**config.mk**
```make
export PLATFORM = sky130hd
export DESIGN_NAME = supply_state_sequencer
export DESIGN_NICKNAME = d
export VERILOG_FILES = /design/src/design/seq_pkg.sv /design/src/design/input_sync.sv /design/src/design/supply_state_sequencer.sv
export SDC_FILE = /design/constraint.sdc
export NUM_CORES = 1
export LEC_CHECK = 0
export ABC_AREA = 1
export ABC_CLOCK_PERIOD_IN_PS = 2100
export BUFFER_PORTS_ARGS = -buffer_cell sky130_fd_sc_hd__buf_2
export CELL_PAD_IN_SITES_DETAIL_PLACEMENT = 0
export CELL_PAD_IN_SITES_GLOBAL_PLACEMENT = 2
export CORE_UTILIZATION = 35
export CTS_BUF_LIST = sky130_fd_sc_hd__clkbuf_8
export CTS_CLUSTER_DIAMETER = 30
export DETAILED_ROUTE_END_ITERATION = 12
export GPL_ROUTABILITY_DRIVEN = 0
export PLACE_DENSITY = 0.92
export SLEW_MARGIN = 25
export SYNTH_ARGS = -nofsm -noshare
export SYNTH_HDL_FRONTEND = slang
export SYNTH_SLANG_ARGS = --single-unit
export TNS_END_PERCENT = 100
```
**constraint.sdc**
```tcl
create_clock -name clk_i -period 2.1 [get_ports clk_i]
set_clock_uncertainty 0.15 [all_clocks]
set_input_delay 0.21 -clock clk_i [delete_from_list [all_inputs] [get_ports clk_i]]
set_output_delay 0.21 -clock clk_i [all_outputs]
set_load 0.005 [all_outputs]
```
**src/design/seq_pkg.sv**
```systemverilog
// Constants and types shared by the supply-state sequencer
package seq_pkg;

  // Clock period of the internal clock in ns
  localparam int unsigned CLK_PERIOD_NS   = 20;
  // Start-up dwell time in ns (preset, parameterised at top)
  localparam int unsigned STARTUP_TIME_NS = 1000000;
  // Start-up dwell in cycles, rounded down, at least one
  localparam int unsigned STARTUP_CYCLES  = (STARTUP_TIME_NS / CLK_PERIOD_NS < 1) ? 1 :
                                            STARTUP_TIME_NS / CLK_PERIOD_NS;
  // Width of the start-up counter
  localparam int unsigned CNT_W           = 32;

  // Sequencer states, one-hot
  typedef enum logic [2:0] {
    ST_SLEEP   = 3'h1,
    ST_STARTUP = 3'h2,
    ST_ACTIVE  = 3'h4
  } state_type;

  // Shunt regulator target selection
  typedef enum logic [1:0] {
    REG_OFF     = 2'h0,
    REG_STARTUP = 2'h1,
    REG_RUN     = 2'h2
  } reg_sel_type;

  // Conversion mode handed to the mode controller
  localparam logic [2:0] MODE_STANDBY = 3'h0;

  // Value after reset of the counter
  localparam logic [CNT_W-1:0] CNT_RESET = 32'h0;

endpackage : seq_pkg

```
**src/design/input_sync.sv**
```systemverilog
// Two-flop synchroniser for the comparator levels
`timescale 1ns/10ps
module input_sync (
  input  wire logic clk_i,    // Internal clock
  input  wire logic rst_n_i,  // Synchronous reset, active low
  input  wire logic async_i,  // Asynchronous level
  output logic      sync_o    // Synchronised level
);
  logic meta_q;  // First stage, read only by second
  logic sync_q;  // Second stage

  // Two flip-flops in series
  always_ff @(posedge clk_i) begin
    if (!rst_n_i) begin
      meta_q <= 1'h0;
      sync_q <= 1'h0;
    end else begin
      meta_q <= async_i;
      sync_q <= meta_q;
    end
  end

  assign sync_o = sync_q;
endmodule : input_sync

```
**src/design/supply_state_sequencer.sv**
```systemverilog
// Supply-state sequencer: Sleep, Start-up and Active
// How it works
// - Sleep powers down, holds switch drive off
// - Shunt regulator off in Sleep, on otherwise
// - Wake comparator moves Sleep to Start-up
// - Start-up enables blocks, conversion in Standby
// - Start-up selects high level, Active low
// - Start-up lasts preset time, then Active
// - Undervoltage in Active stops switching, Sleep
// - Undervoltage anywhere returns Sleep, rewake only
`timescale 1ns/10ps
module supply_state_sequencer
  import seq_pkg::*;
#(
  parameter int unsigned STARTUP_COUNT = seq_pkg::STARTUP_CYCLES  // Start-up dwell cycles
) (
  input  wire logic               clk_i,            // Internal clock, 50 MHz
  input  wire logic               rst_n_i,          // Synchronous reset, active low
  input  wire logic               wake_above_i,     // VDD above wake_threshold
  input  wire logic               undervoltage_i,   // VDD below undervoltage_threshold
  input  wire logic               switch_req_i,     // Drive request from mode controller
  output logic                    switch_drive_o,   // switch_drive_output to primary_switch
  output seq_pkg::reg_sel_type    reg_sel_o,        // Shunt regulator target
  output logic                    blocks_en_o,      // Non-essential circuits powered
  output logic                    conv_en_o,        // Conversion enabled
  output logic                    mode_init_o,      // Pulse: load initial mode
  output logic [2:0]              mode_init_val_o,  // Initial conversion mode
  output logic                    high_demand_o,    // wake_supply_current drawn
  output seq_pkg::state_type      state_o           // Current state
);
  import seq_pkg::*;

  ////////////////////////////////////////////////////////////////////////////
  // State record
  typedef struct packed {
    state_type        st;     // Sequencer state
    logic [CNT_W-1:0] cnt;    // Start-up timer
    logic             init;   // Mode load pulse
    logic             drive;  // Registered switch drive
  } seq_state_type;

  seq_state_type s_q;  // Registered state
  seq_state_type s_d;  // Next state
  logic wake_s;        // Synchronised wake level
  logic uv_s;          // Synchronised undervoltage level

  ////////////////////////////////////////////////////////////////////////////
  // Comparator synchronisers
  input_sync u_wake_sync (
    .clk_i   (clk_i),
    .rst_n_i (rst_n_i),
    .async_i (wake_above_i),
    .sync_o  (wake_s)
  );

  input_sync u_uv_sync (
    .clk_i   (clk_i),
    .rst_n_i (rst_n_i),
    .async_i (undervoltage_i),
    .sync_o  (uv_s)
  );

  ////////////////////////////////////////////////////////////////////////////
  // Next-state logic
  always_comb begin
    // Hold by default; the mode load pulse clears itself
    s_d      = s_q;
    s_d.init = 1'h0;
    unique case (s_q.st)
      ST_SLEEP: begin
        s_d.cnt = CNT_RESET;
        if (wake_s && !uv_s) begin
          s_d.st   = ST_STARTUP;
          s_d.init = 1'h1;
        end
      end
      ST_STARTUP: begin
        if (uv_s) begin
          s_d.st  = ST_SLEEP;
          s_d.cnt = CNT_RESET;
        end else if (s_q.cnt >= CNT_W'(STARTUP_COUNT - 1)) begin
          s_d.st = ST_ACTIVE;
        end else begin
          s_d.cnt = s_q.cnt + CNT_W'(1);
        end
      end
      ST_ACTIVE: begin
        if (uv_s) begin
          s_d.st  = ST_SLEEP;
          s_d.cnt = CNT_RESET;
        end
      end
      default: begin
        s_d.st  = ST_SLEEP;  // Illegal code recovers to Sleep
        s_d.cnt = CNT_RESET;
      end
    endcase
    // Drive only in conversion states and never on undervoltage
    s_d.drive = (s_d.st != ST_SLEEP) && switch_req_i && !uv_s;
  end

  ////////////////////////////////////////////////////////////////////////////
  // State register
  always_ff @(posedge clk_i) begin
    if (!rst_n_i) begin
      s_q.st    <= ST_SLEEP;
      s_q.cnt   <= CNT_RESET;
      s_q.init  <= 1'h0;
      s_q.drive <= 1'h0;
    end else begin
      s_q <= s_d;
    end
  end

  ////////////////////////////////////////////////////////////////////////////
  // Outputs
  assign switch_drive_o  = s_q.drive;
  assign blocks_en_o     = (s_q.st != ST_SLEEP);
  assign conv_en_o       = (s_q.st != ST_SLEEP);
  assign high_demand_o   = (s_q.st != ST_SLEEP);
  assign mode_init_o     = s_q.init;
  assign mode_init_val_o = MODE_STANDBY;
  assign state_o         = s_q.st;
  // Regulator target per state
  always_comb begin
    unique case (s_q.st)
      ST_STARTUP: reg_sel_o = REG_STARTUP;
      ST_ACTIVE:  reg_sel_o = REG_RUN;
      default:    reg_sel_o = REG_OFF;
    endcase
  end
endmodule : supply_state_sequencer

```
==> After elaboration in Yosys (flattened, before gate mapping) <==
Index checks and enable logic that the tools add are counted.
{ "totals": {"regBits": 41, "out_inout_bits": 13, "wordCells": 31} }
{ "op_classes": {"add_sub_neg": 1, "magnitude_cmp": 1, "n_eq_ne": 7, "mux": 8, "n_reduce_logical": 6} }
{ "ops": {"columns": ["op", "n"], "rows": [
  ["$pmux 35 s3", 1],
  ["$mux 35", 2],
  ["$add 32x1->32 const B", 1],
  ["$ge 32x16->1 const B", 1],
  ["$mux 32", 1],
  ["$mux 3", 2],
  ["$ne 3x1->1 const B", 2],
  ["$pmux 2 s2", 1],
  ["$reduce_and 2->1", 2],
  ["$eq 3x1->1 const B", 1],
  ["$eq 3x2->1 const B", 1],
  ["$eq 3x3->1 const B", 1],
  ["$logic_and 1x1->1", 3],
  ["$ne 3x2->1 const B", 1],
  ["$ne 2x1->1 const B", 1],
  ["$logic_not 1->1", 1],
  ["$mux 1", 1]
]} }

==> Depth between registers and ports, before layout <==
Gate-level depths: netlist of the first run.
{ "depth": {"word_depth": 7, "mapped_depth": 11, "ltp_nobuf": 10} }

==> Hierarchy <==
A second synthesis of the first run with hierarchy kept.
{ "hier_totals": {"hier_cells": 286, "hier_area_um2": 2148.3} }
{ "modules_own_cells": {"columns": ["module", "n_inst", "cells_per_inst", "area_each_um2", "seq_area_each_um2"], "rows": [
  ["supply_state_sequencer", 1, 274, 2038.2, 740.7],
  ["input_sync", 2, 6, 55.1, 40.0]
]} }

==> Worst setup path after synthesis of the first run <==
No wires, ideal clock.
{ "synth_path": {"path_type": "register -> register", "startpoint": "register s_q[2] (netlist name)", "endpoint": "register s_q[15] (netlist name)", "setup_time_ns": 0.132, "arrival_time_ns": 1.428, "t_required_ns": 1.818, "slack_ns": 0.389, "path_stages_with_launch": 12, "path_buffers": 1, "period_less_slack_ns": 1.711, "path_cell_list": "dfxtp_1 > ha_1 > nand3_2 > nand2_1 > nand2_1 > nand2_1 > nand2_2 > nand4_4 > nand2_4 > buf_6 > nand2_1 > a21oi_1"} }
{ "synth_between": {"elab_chain_cells": 4} }
{ "synth_lines": {"columns": ["item", "line", "source"], "rows": [
  ["from (decl)", "supply_state_sequencer.sv:42", "seq_state_type s_q;"],
  ["$add 32x1->32", "supply_state_sequencer.sv:84", "s_d.cnt = s_q.cnt + CNT_W'(1);"],
  ["$mux 32", "supply_state_sequencer.sv:81", "end else if (s_q.cnt >= CNT_W'(STARTUP_COUNT - 1)) begin"],
  ["$mux 35", "supply_state_sequencer.sv:78", "if (uv_s) begin"],
  ["$pmux 35 s3", "supply_state_sequencer.sv:69", "unique case (s_q.st)"]
]} }
Parallel ways exist; a longest one is shown, timed or not. The select of a mux whose other input is x is not followed.
A chain may end at the register's enable or synchronous reset.

==> Worst setup path in the final report of the first run <==
{ "layout_path": {"startpoint": "register s_q[2] (netlist name)", "endpoint": "register s_q[32] (netlist name)"} }
The elaborated chain is that of the path after synthesis.

==> flow_summary.ini, run 1 <==
[placed_design]
placed_area_mm2 = 0.00227
portBuffers = 14
dp_hpwl_um = 3250

[pwr]
leakagePower_nw = 0.924
power_per_cell_area_mw_per_mm2 = 578
irDropWorstVdd_mv = 0.487

[floorplanning]
die_w_um = 80.7
io_pins = 18
initial_core_util = 0.364
die_y_um = 80.7
dieArea_mm2 = 0.00651
coreArea_mm2 = 0.00596
row_count = 28

[logic_synthesis]
synth_xor_area_frac = 0
synth_compound_gate_area_share = 0.0607
ys_warn_count = 0
synth_cells = 304
ys_types = 29
syn_avg_cell_area_um2 = 7.12
synth_top_family_by_area = simple AND/OR/NAND/NOR gates
syn_area_mm2 = 0.00217
synth_seq_cells = 41
synthMuxAreaShare = 0
synth_fa_ha_area_frac = 0.00578
synthSimpleGateAreaFrac = 0.417
yosysSeqAreaShare = 0.379

[clock_network]
clock_latency_ns = 0.30
clkTransAtPathRegs_ns = 0.09
holdBufCountCts = 4
cts_buffer_depth = 2
cts_buffers = 5
ctsHtreeMaxLevel = 2
cts_tree = built
cts_resized = 0
cts_root_buf = clkbuf_8
clock-sinks = 41
post_cts_buffers = 0

[layout]
drive_gt1_frac = 0.224
design_area_mm2 = 0.00241
antenna_cells = 0
multi_input_area_mm2 = 0.00106
fill_cells = 651
area_delta_synth_final_pct = 11.1
ff_latch_area_um2 = 821
utilization = 0.404
fin_nets = 326

[detailed_routing]
antenna_left = 0
num_vias = 1843
first_pass_iters = 4
drt_wl_total_um = 4830
drcViolationCount = 0
vias_per_cell = 4.65
drt_iter0_drc = 116
routedWlPerCell_um = 12.2

[global_route]
grt_max_degree = 35
grt_usage = 0.166
grt_pass1_vias = 1646
grt_pass1_wl_um = 8050
antenna_found_initial = 0
overflow = 0

[setup_path]
start_kind = flip-flop
crit_fanout = 19
endpoint_kind = flip-flop
cp.arrival_ns = 1.89
worstPathRequired_ns = 2.18
critPathKind = flip-flop to flip-flop

[run]
cap_violations = 0

[sta]
setup_viol = 0
timing.fmax_mhz = 551
fin_hold_ws_ns = 0.268
finalHoldViolations = 0
rsz0062_at_grt = no
fin_tns_setup_ns = 0
finalCritPeriodShare = 0.865
min_period_ns = 1.82
slew_violations = 0

[run_status]
status = finished, final reports clean

[worst_hold_path]
min_path_type = flip-flop to flip-flop
synthesized netlist by cell type:
cell | instances | area, um2
nand4_4 | 1 | 21.3
inv_2 | 15 | 56.3
nand3_1 | 31 | 155
o21bai_1 | 4 | 30.0
nand4_1 | 8 | 50.1
buf_4 | 9 | 67.6
nor2_1 | 38 | 143
nor3_2 | 18 | 180
nor2_4 | 1 | 11.3
nand2_1 | 68 | 255
clkbuf_1 | 5 | 18.8
inv_1 | 26 | 97.6
clkinv_1 | 1 | 3.75
nand2_2 | 1 | 6.26
nand3_2 | 2 | 20.0
a21oi_2 | 1 | 8.76
ha_1 | 1 | 12.5
nor2_2 | 1 | 6.26
nand2_4 | 1 | 11.3
nor3_1 | 1 | 5.00
conb_1 | 1 | 3.75
nor4_1 | 4 | 25.0
a21oi_1 | 17 | 85.1
a211oi_1 | 1 | 7.51
dfxtp_1 | 41 | 821
nand3b_1 | 1 | 7.51
or2_2 | 1 | 6.26
buf_6 | 4 | 45.0
buf_2 | 1 | 5.00
flip-flops by register name, summed over array words and instances (netlist names):
name / cells
mode_init_o: 1
s_q: 32
state_o: 3
switch_drive_o: 1
u_uv_sync.meta_q: 1
u_uv_sync.sync_o: 1
u_wake_sync.meta_q: 1
u_wake_sync.sync_o: 1
stage by stage:
step	std cells	setup slack [ns]	power [mW]
after floorplan	306	0.389	0.846
after global routing	396	0.0704	1.45
after global placement	384	0.323	0.857
final	396	0.284	1.39
after CTS	396	0.273	1.41
after detailed placement	384	0.300	0.857
power breakdown:
group,internal (mW),switching [mW],total [mW]
Combinational,0.0203,0.0357,0.0560
Clock,0.240,0.308,0.548
Sequential,0.783,0.00511,0.788
routing by layer:
metal,wire (um),share of wire,vias up,GRT usage
li1,-,-,991,-
met1,2370,0.49,825,0.218
met2,2240,0.46,23,0.264
met3,177,0.037,4,0.0443
met4,42,0.0087,0,0.0429
met5,0,0,-,0
path summary, 6_finish.rpt:
| path | slack, ns | startpoint | end | cells after the start |
|---|---|---|---|---|
| setup reg to reg | 0.28 | s_q[2]$_SDFFE_PN0P_ | s_q[32]$_SDFFE_PN0P_ | 10 |
| hold reg to reg | 0.27 | u_wake_sync.meta_q$_SDFF_PN0_ | u_wake_sync.sync_o$_SDFF_PN0_ | 2 |
| setup / recovery | 0.28 | s_q[2]$_SDFFE_PN0P_ | s_q[32]$_SDFFE_PN0P_ | 10 |
| hold / removal | 0.27 | u_wake_sync.meta_q$_SDFF_PN0_ | u_wake_sync.sync_o$_SDFF_PN0_ | 2 |
logic make-up (layout without fill, tap and decap cells):
kind of cell	Yosys count	in the layout
adders and majority gates	1	1
buffers and inverters	61	76
AOI/OAI and AO/OA	23	23
and+or+nand+nor	177	177
other	1	3
DFF	41	41
cell type report:
type,instances,share of cell area
inverters,42,0.0655
clock buffers,5,0.0286
well taps,75,0.0390
flip-flops and latches,41,0.341
clock inverters,3,0.0104
repair buffers,26,0.0759
multi-input cells,204,0.440
layout by cell type, fill, tap and decap left out, types with 2 or more instances in the layout:
cell / count
nand4_1: 8
nand3_1: 31
a21oi_1: 17
nor2_1: 38
dlygate4sd3_1: 4
buf_4: 7
clkbuf_8: 5
inv_1: 26
nand2_1: 68
inv_2: 15
nor3_2: 18
buf_2: 14
dfxtp_1: 41
o21bai_1: 4
conb_1: 3
nor4_1: 4
nand3_2: 2
critical path, stage by stage (launching register included):
cell and delay [ns]:
dfxtp_1 0.40, ha_1 0.20, nand3_2 0.12, nand2_1 0.08, nand2_1 0.04, nand2_1 0.08
nand2_2 0.07, nand4_4 0.08, nand2_4 0.18, buf_12 0.22, nor3_2 0.11
Note: power is estimated with default switching activity, not from simulation.
==> run 2, diff against run 1 <==
Settings changed: MAX_ROUTING_LAYER set to met4.
==> run 2 against run 1 <==
Net effect: first-iteration DRC count did not move; hold slack improved by 0.00093 ns; worst setup slack improved by 0.0051 ns; clock power barely moved; combinational power barely moved; sequential power barely moved; die area did not move; wire length fell by 0.29%; critical path depth did not move; critical endpoint unchanged; largest cell class unchanged; highest routed layer unchanged.
==> flow_summary.ini, run 2 (same netlist as run 1, synthesis figures left out) <==
[floorplanning]
initial_core_util = 0.364
die_w_um = 80.7
die_y_um = 80.7
io_pins = 18
coreArea_mm2 = 0.00596
dieArea_mm2 = 0.00651
row_count = 28

[layout]
utilization = 0.404
regMostFlops = s_q
mostFrequentLayoutCell = nand2_1
layout.cells.non_filler = 396
area_delta_synth_final_pct = 11.1
largest_reg_flops = 32
fin_nets = 326
mostFrequentLayoutCells = nand2_1, dfxtp_1, nor2_1
design_area_mm2 = 0.00241
antenna_cells = 0
drive_gt1_frac = 0.224

[clock_network]
cts_root_buf = clkbuf_8
clock_latency_ns = 0.30
ctsHtreeMaxLevel = 2
clock-sinks = 41
cts_tree = built
cts_buffers = 5
post_cts_buffers = 0
cts_resized = 0
clkTransAtPathRegs_ns = 0.09
cts_buffer_depth = 2

[run_status]
status = finished, final reports clean

[global_route]
antenna_found_initial = 0
grt_usage = 0.169
grt_pass1_vias = 1647
grt_max_degree = 35
overflow = 0
grt_pass1_wl_um = 8020

[setup_path]
r2r-end = s_q[32]$_SDFFE_PN0P_
worstPathRequired_ns = 2.18
timing.rr.start = s_q[2]$_SDFFE_PN0P_
critPathKind = flip-flop to flip-flop
endpoint_kind = flip-flop
cp.arrival_ns = 1.89
regToRegSetupSlack_ns = 0.29
start_kind = flip-flop
ff2ff_path_depth = 10
crit_fanout = 19

[sta]
worst_slack_ns = 0.289
slew_violations = 0
min_period_ns = 1.81
finalHoldViolations = 0
timing.fmax_mhz = 552
rsz0062_at_grt = no
setup_viol = 0
finalCritPeriodShare = 0.862
fin_tns_setup_ns = 0

[pwr]
irDropWorstVdd_mv = 0.490
leakagePower_nw = 0.924
power_per_cell_area_mw_per_mm2 = 579

[worst_hold_path]
min_to = u_wake_sync.sync_o$_SDFF_PN0_
min_path_type = flip-flop to flip-flop
hp-start = u_wake_sync.meta_q$_SDFF_PN0_
min_path_cells = 2

[placed_design]
place_inst = 384
placed_area_mm2 = 0.00227
portBuffers = 14
dp_hpwl_um = 3250
place_ws_ns = 0.300

[detailed_routing]
antenna_left = 0
first_pass_iters = 4
drt_wl_total_um = 4810
vias_per_cell = 4.63
drcViolationCount = 0
routedWlPerCell_um = 12.2
num_vias = 1834
drt_iter0_drc = 116

[run]
cap_violations = 0
## run 2: cell type report
class	count	area, um2
Timing Repair Buffer	26	183
Sequential cell	41	821
Tap cell	75	93.8
Inverter	42	158
Fill cell	651	3550
Clock inverter	3	25.0
Clock buffer	5	68.8
Multi-Input combinational cell	204	1060
## run 2: routing by layer
| metal | share of wire | up-vias | global-route usage |
|---|---|---|---|
| met3 | 0.035 | 4 | 0.0341 |
| met1 | 0.49 | 812 | 0.218 |
| li1 | - | 990 | - |
| met5 | 0 | - | - |
| met2 | 0.47 | 28 | 0.265 |
| met4 | 0.0083 | 0 | 0.0536 |
## run 2: repair_timing
item / CTS / global route
hold buffers: 4 / 0
hold endpoints to repair: 4 / 0
setup endpoints to repair: 0 / 0
## run 2: critical path, stage by stage, from the launching register on
cell and delay, ns:
dfxtp_1 0.40, ha_1 0.20, nand3_2 0.12, nand2_1 0.08
nand2_1 0.04, nand2_1 0.08, nand2_2 0.07, nand4_4 0.09
nand2_4 0.18, buf_12 0.22, nor3_2 0.10
## run 2: through the flow
step / total power [mW] / hold WS, ns
floorplan: 0.846 / 0.129
global placement: 0.857 / 0.246
detailed placement: 0.857 / 0.246
CTS: 1.41 / 0.267
global route: 1.45 / 0.296
finish: 1.39 / 0.269
## run 2: worst max path at each step
stage | depth (start not counted) | start | to | slack [ns]
finish | 10 | s_q[2]$_SDFFE_PN0P_ | s_q[32]$_SDFFE_PN0P_ | 0.29
global route | 10 | s_q[2]$_SDFFE_PN0P_ | s_q[32]$_SDFFE_PN0P_ | 0.07
CTS | 10 | s_q[2]$_SDFFE_PN0P_ | s_q[27]$_SDFFE_PN0P_ | 0.27
detailed placement | 10 | s_q[2]$_SDFFE_PN0P_ | s_q[27]$_SDFFE_PN0P_ | 0.30
global placement | 10 | s_q[2]$_SDFFE_PN0P_ | state_o[2]$_SDFF_PN0_ | 0.32
floorplan | 11 | s_q[2]$_SDFFE_PN0P_ | s_q[15]$_SDFFE_PN0P_ | 0.39
## run 2: where the power goes
part	switching (mW)	leakage, nW	total [mW]	internal [mW]
Combinational	0.0354	0.548	0.0557	0.0203
Clock	0.310	0.0447	0.550	0.240
Sequential	0.00514	0.331	0.788	0.783
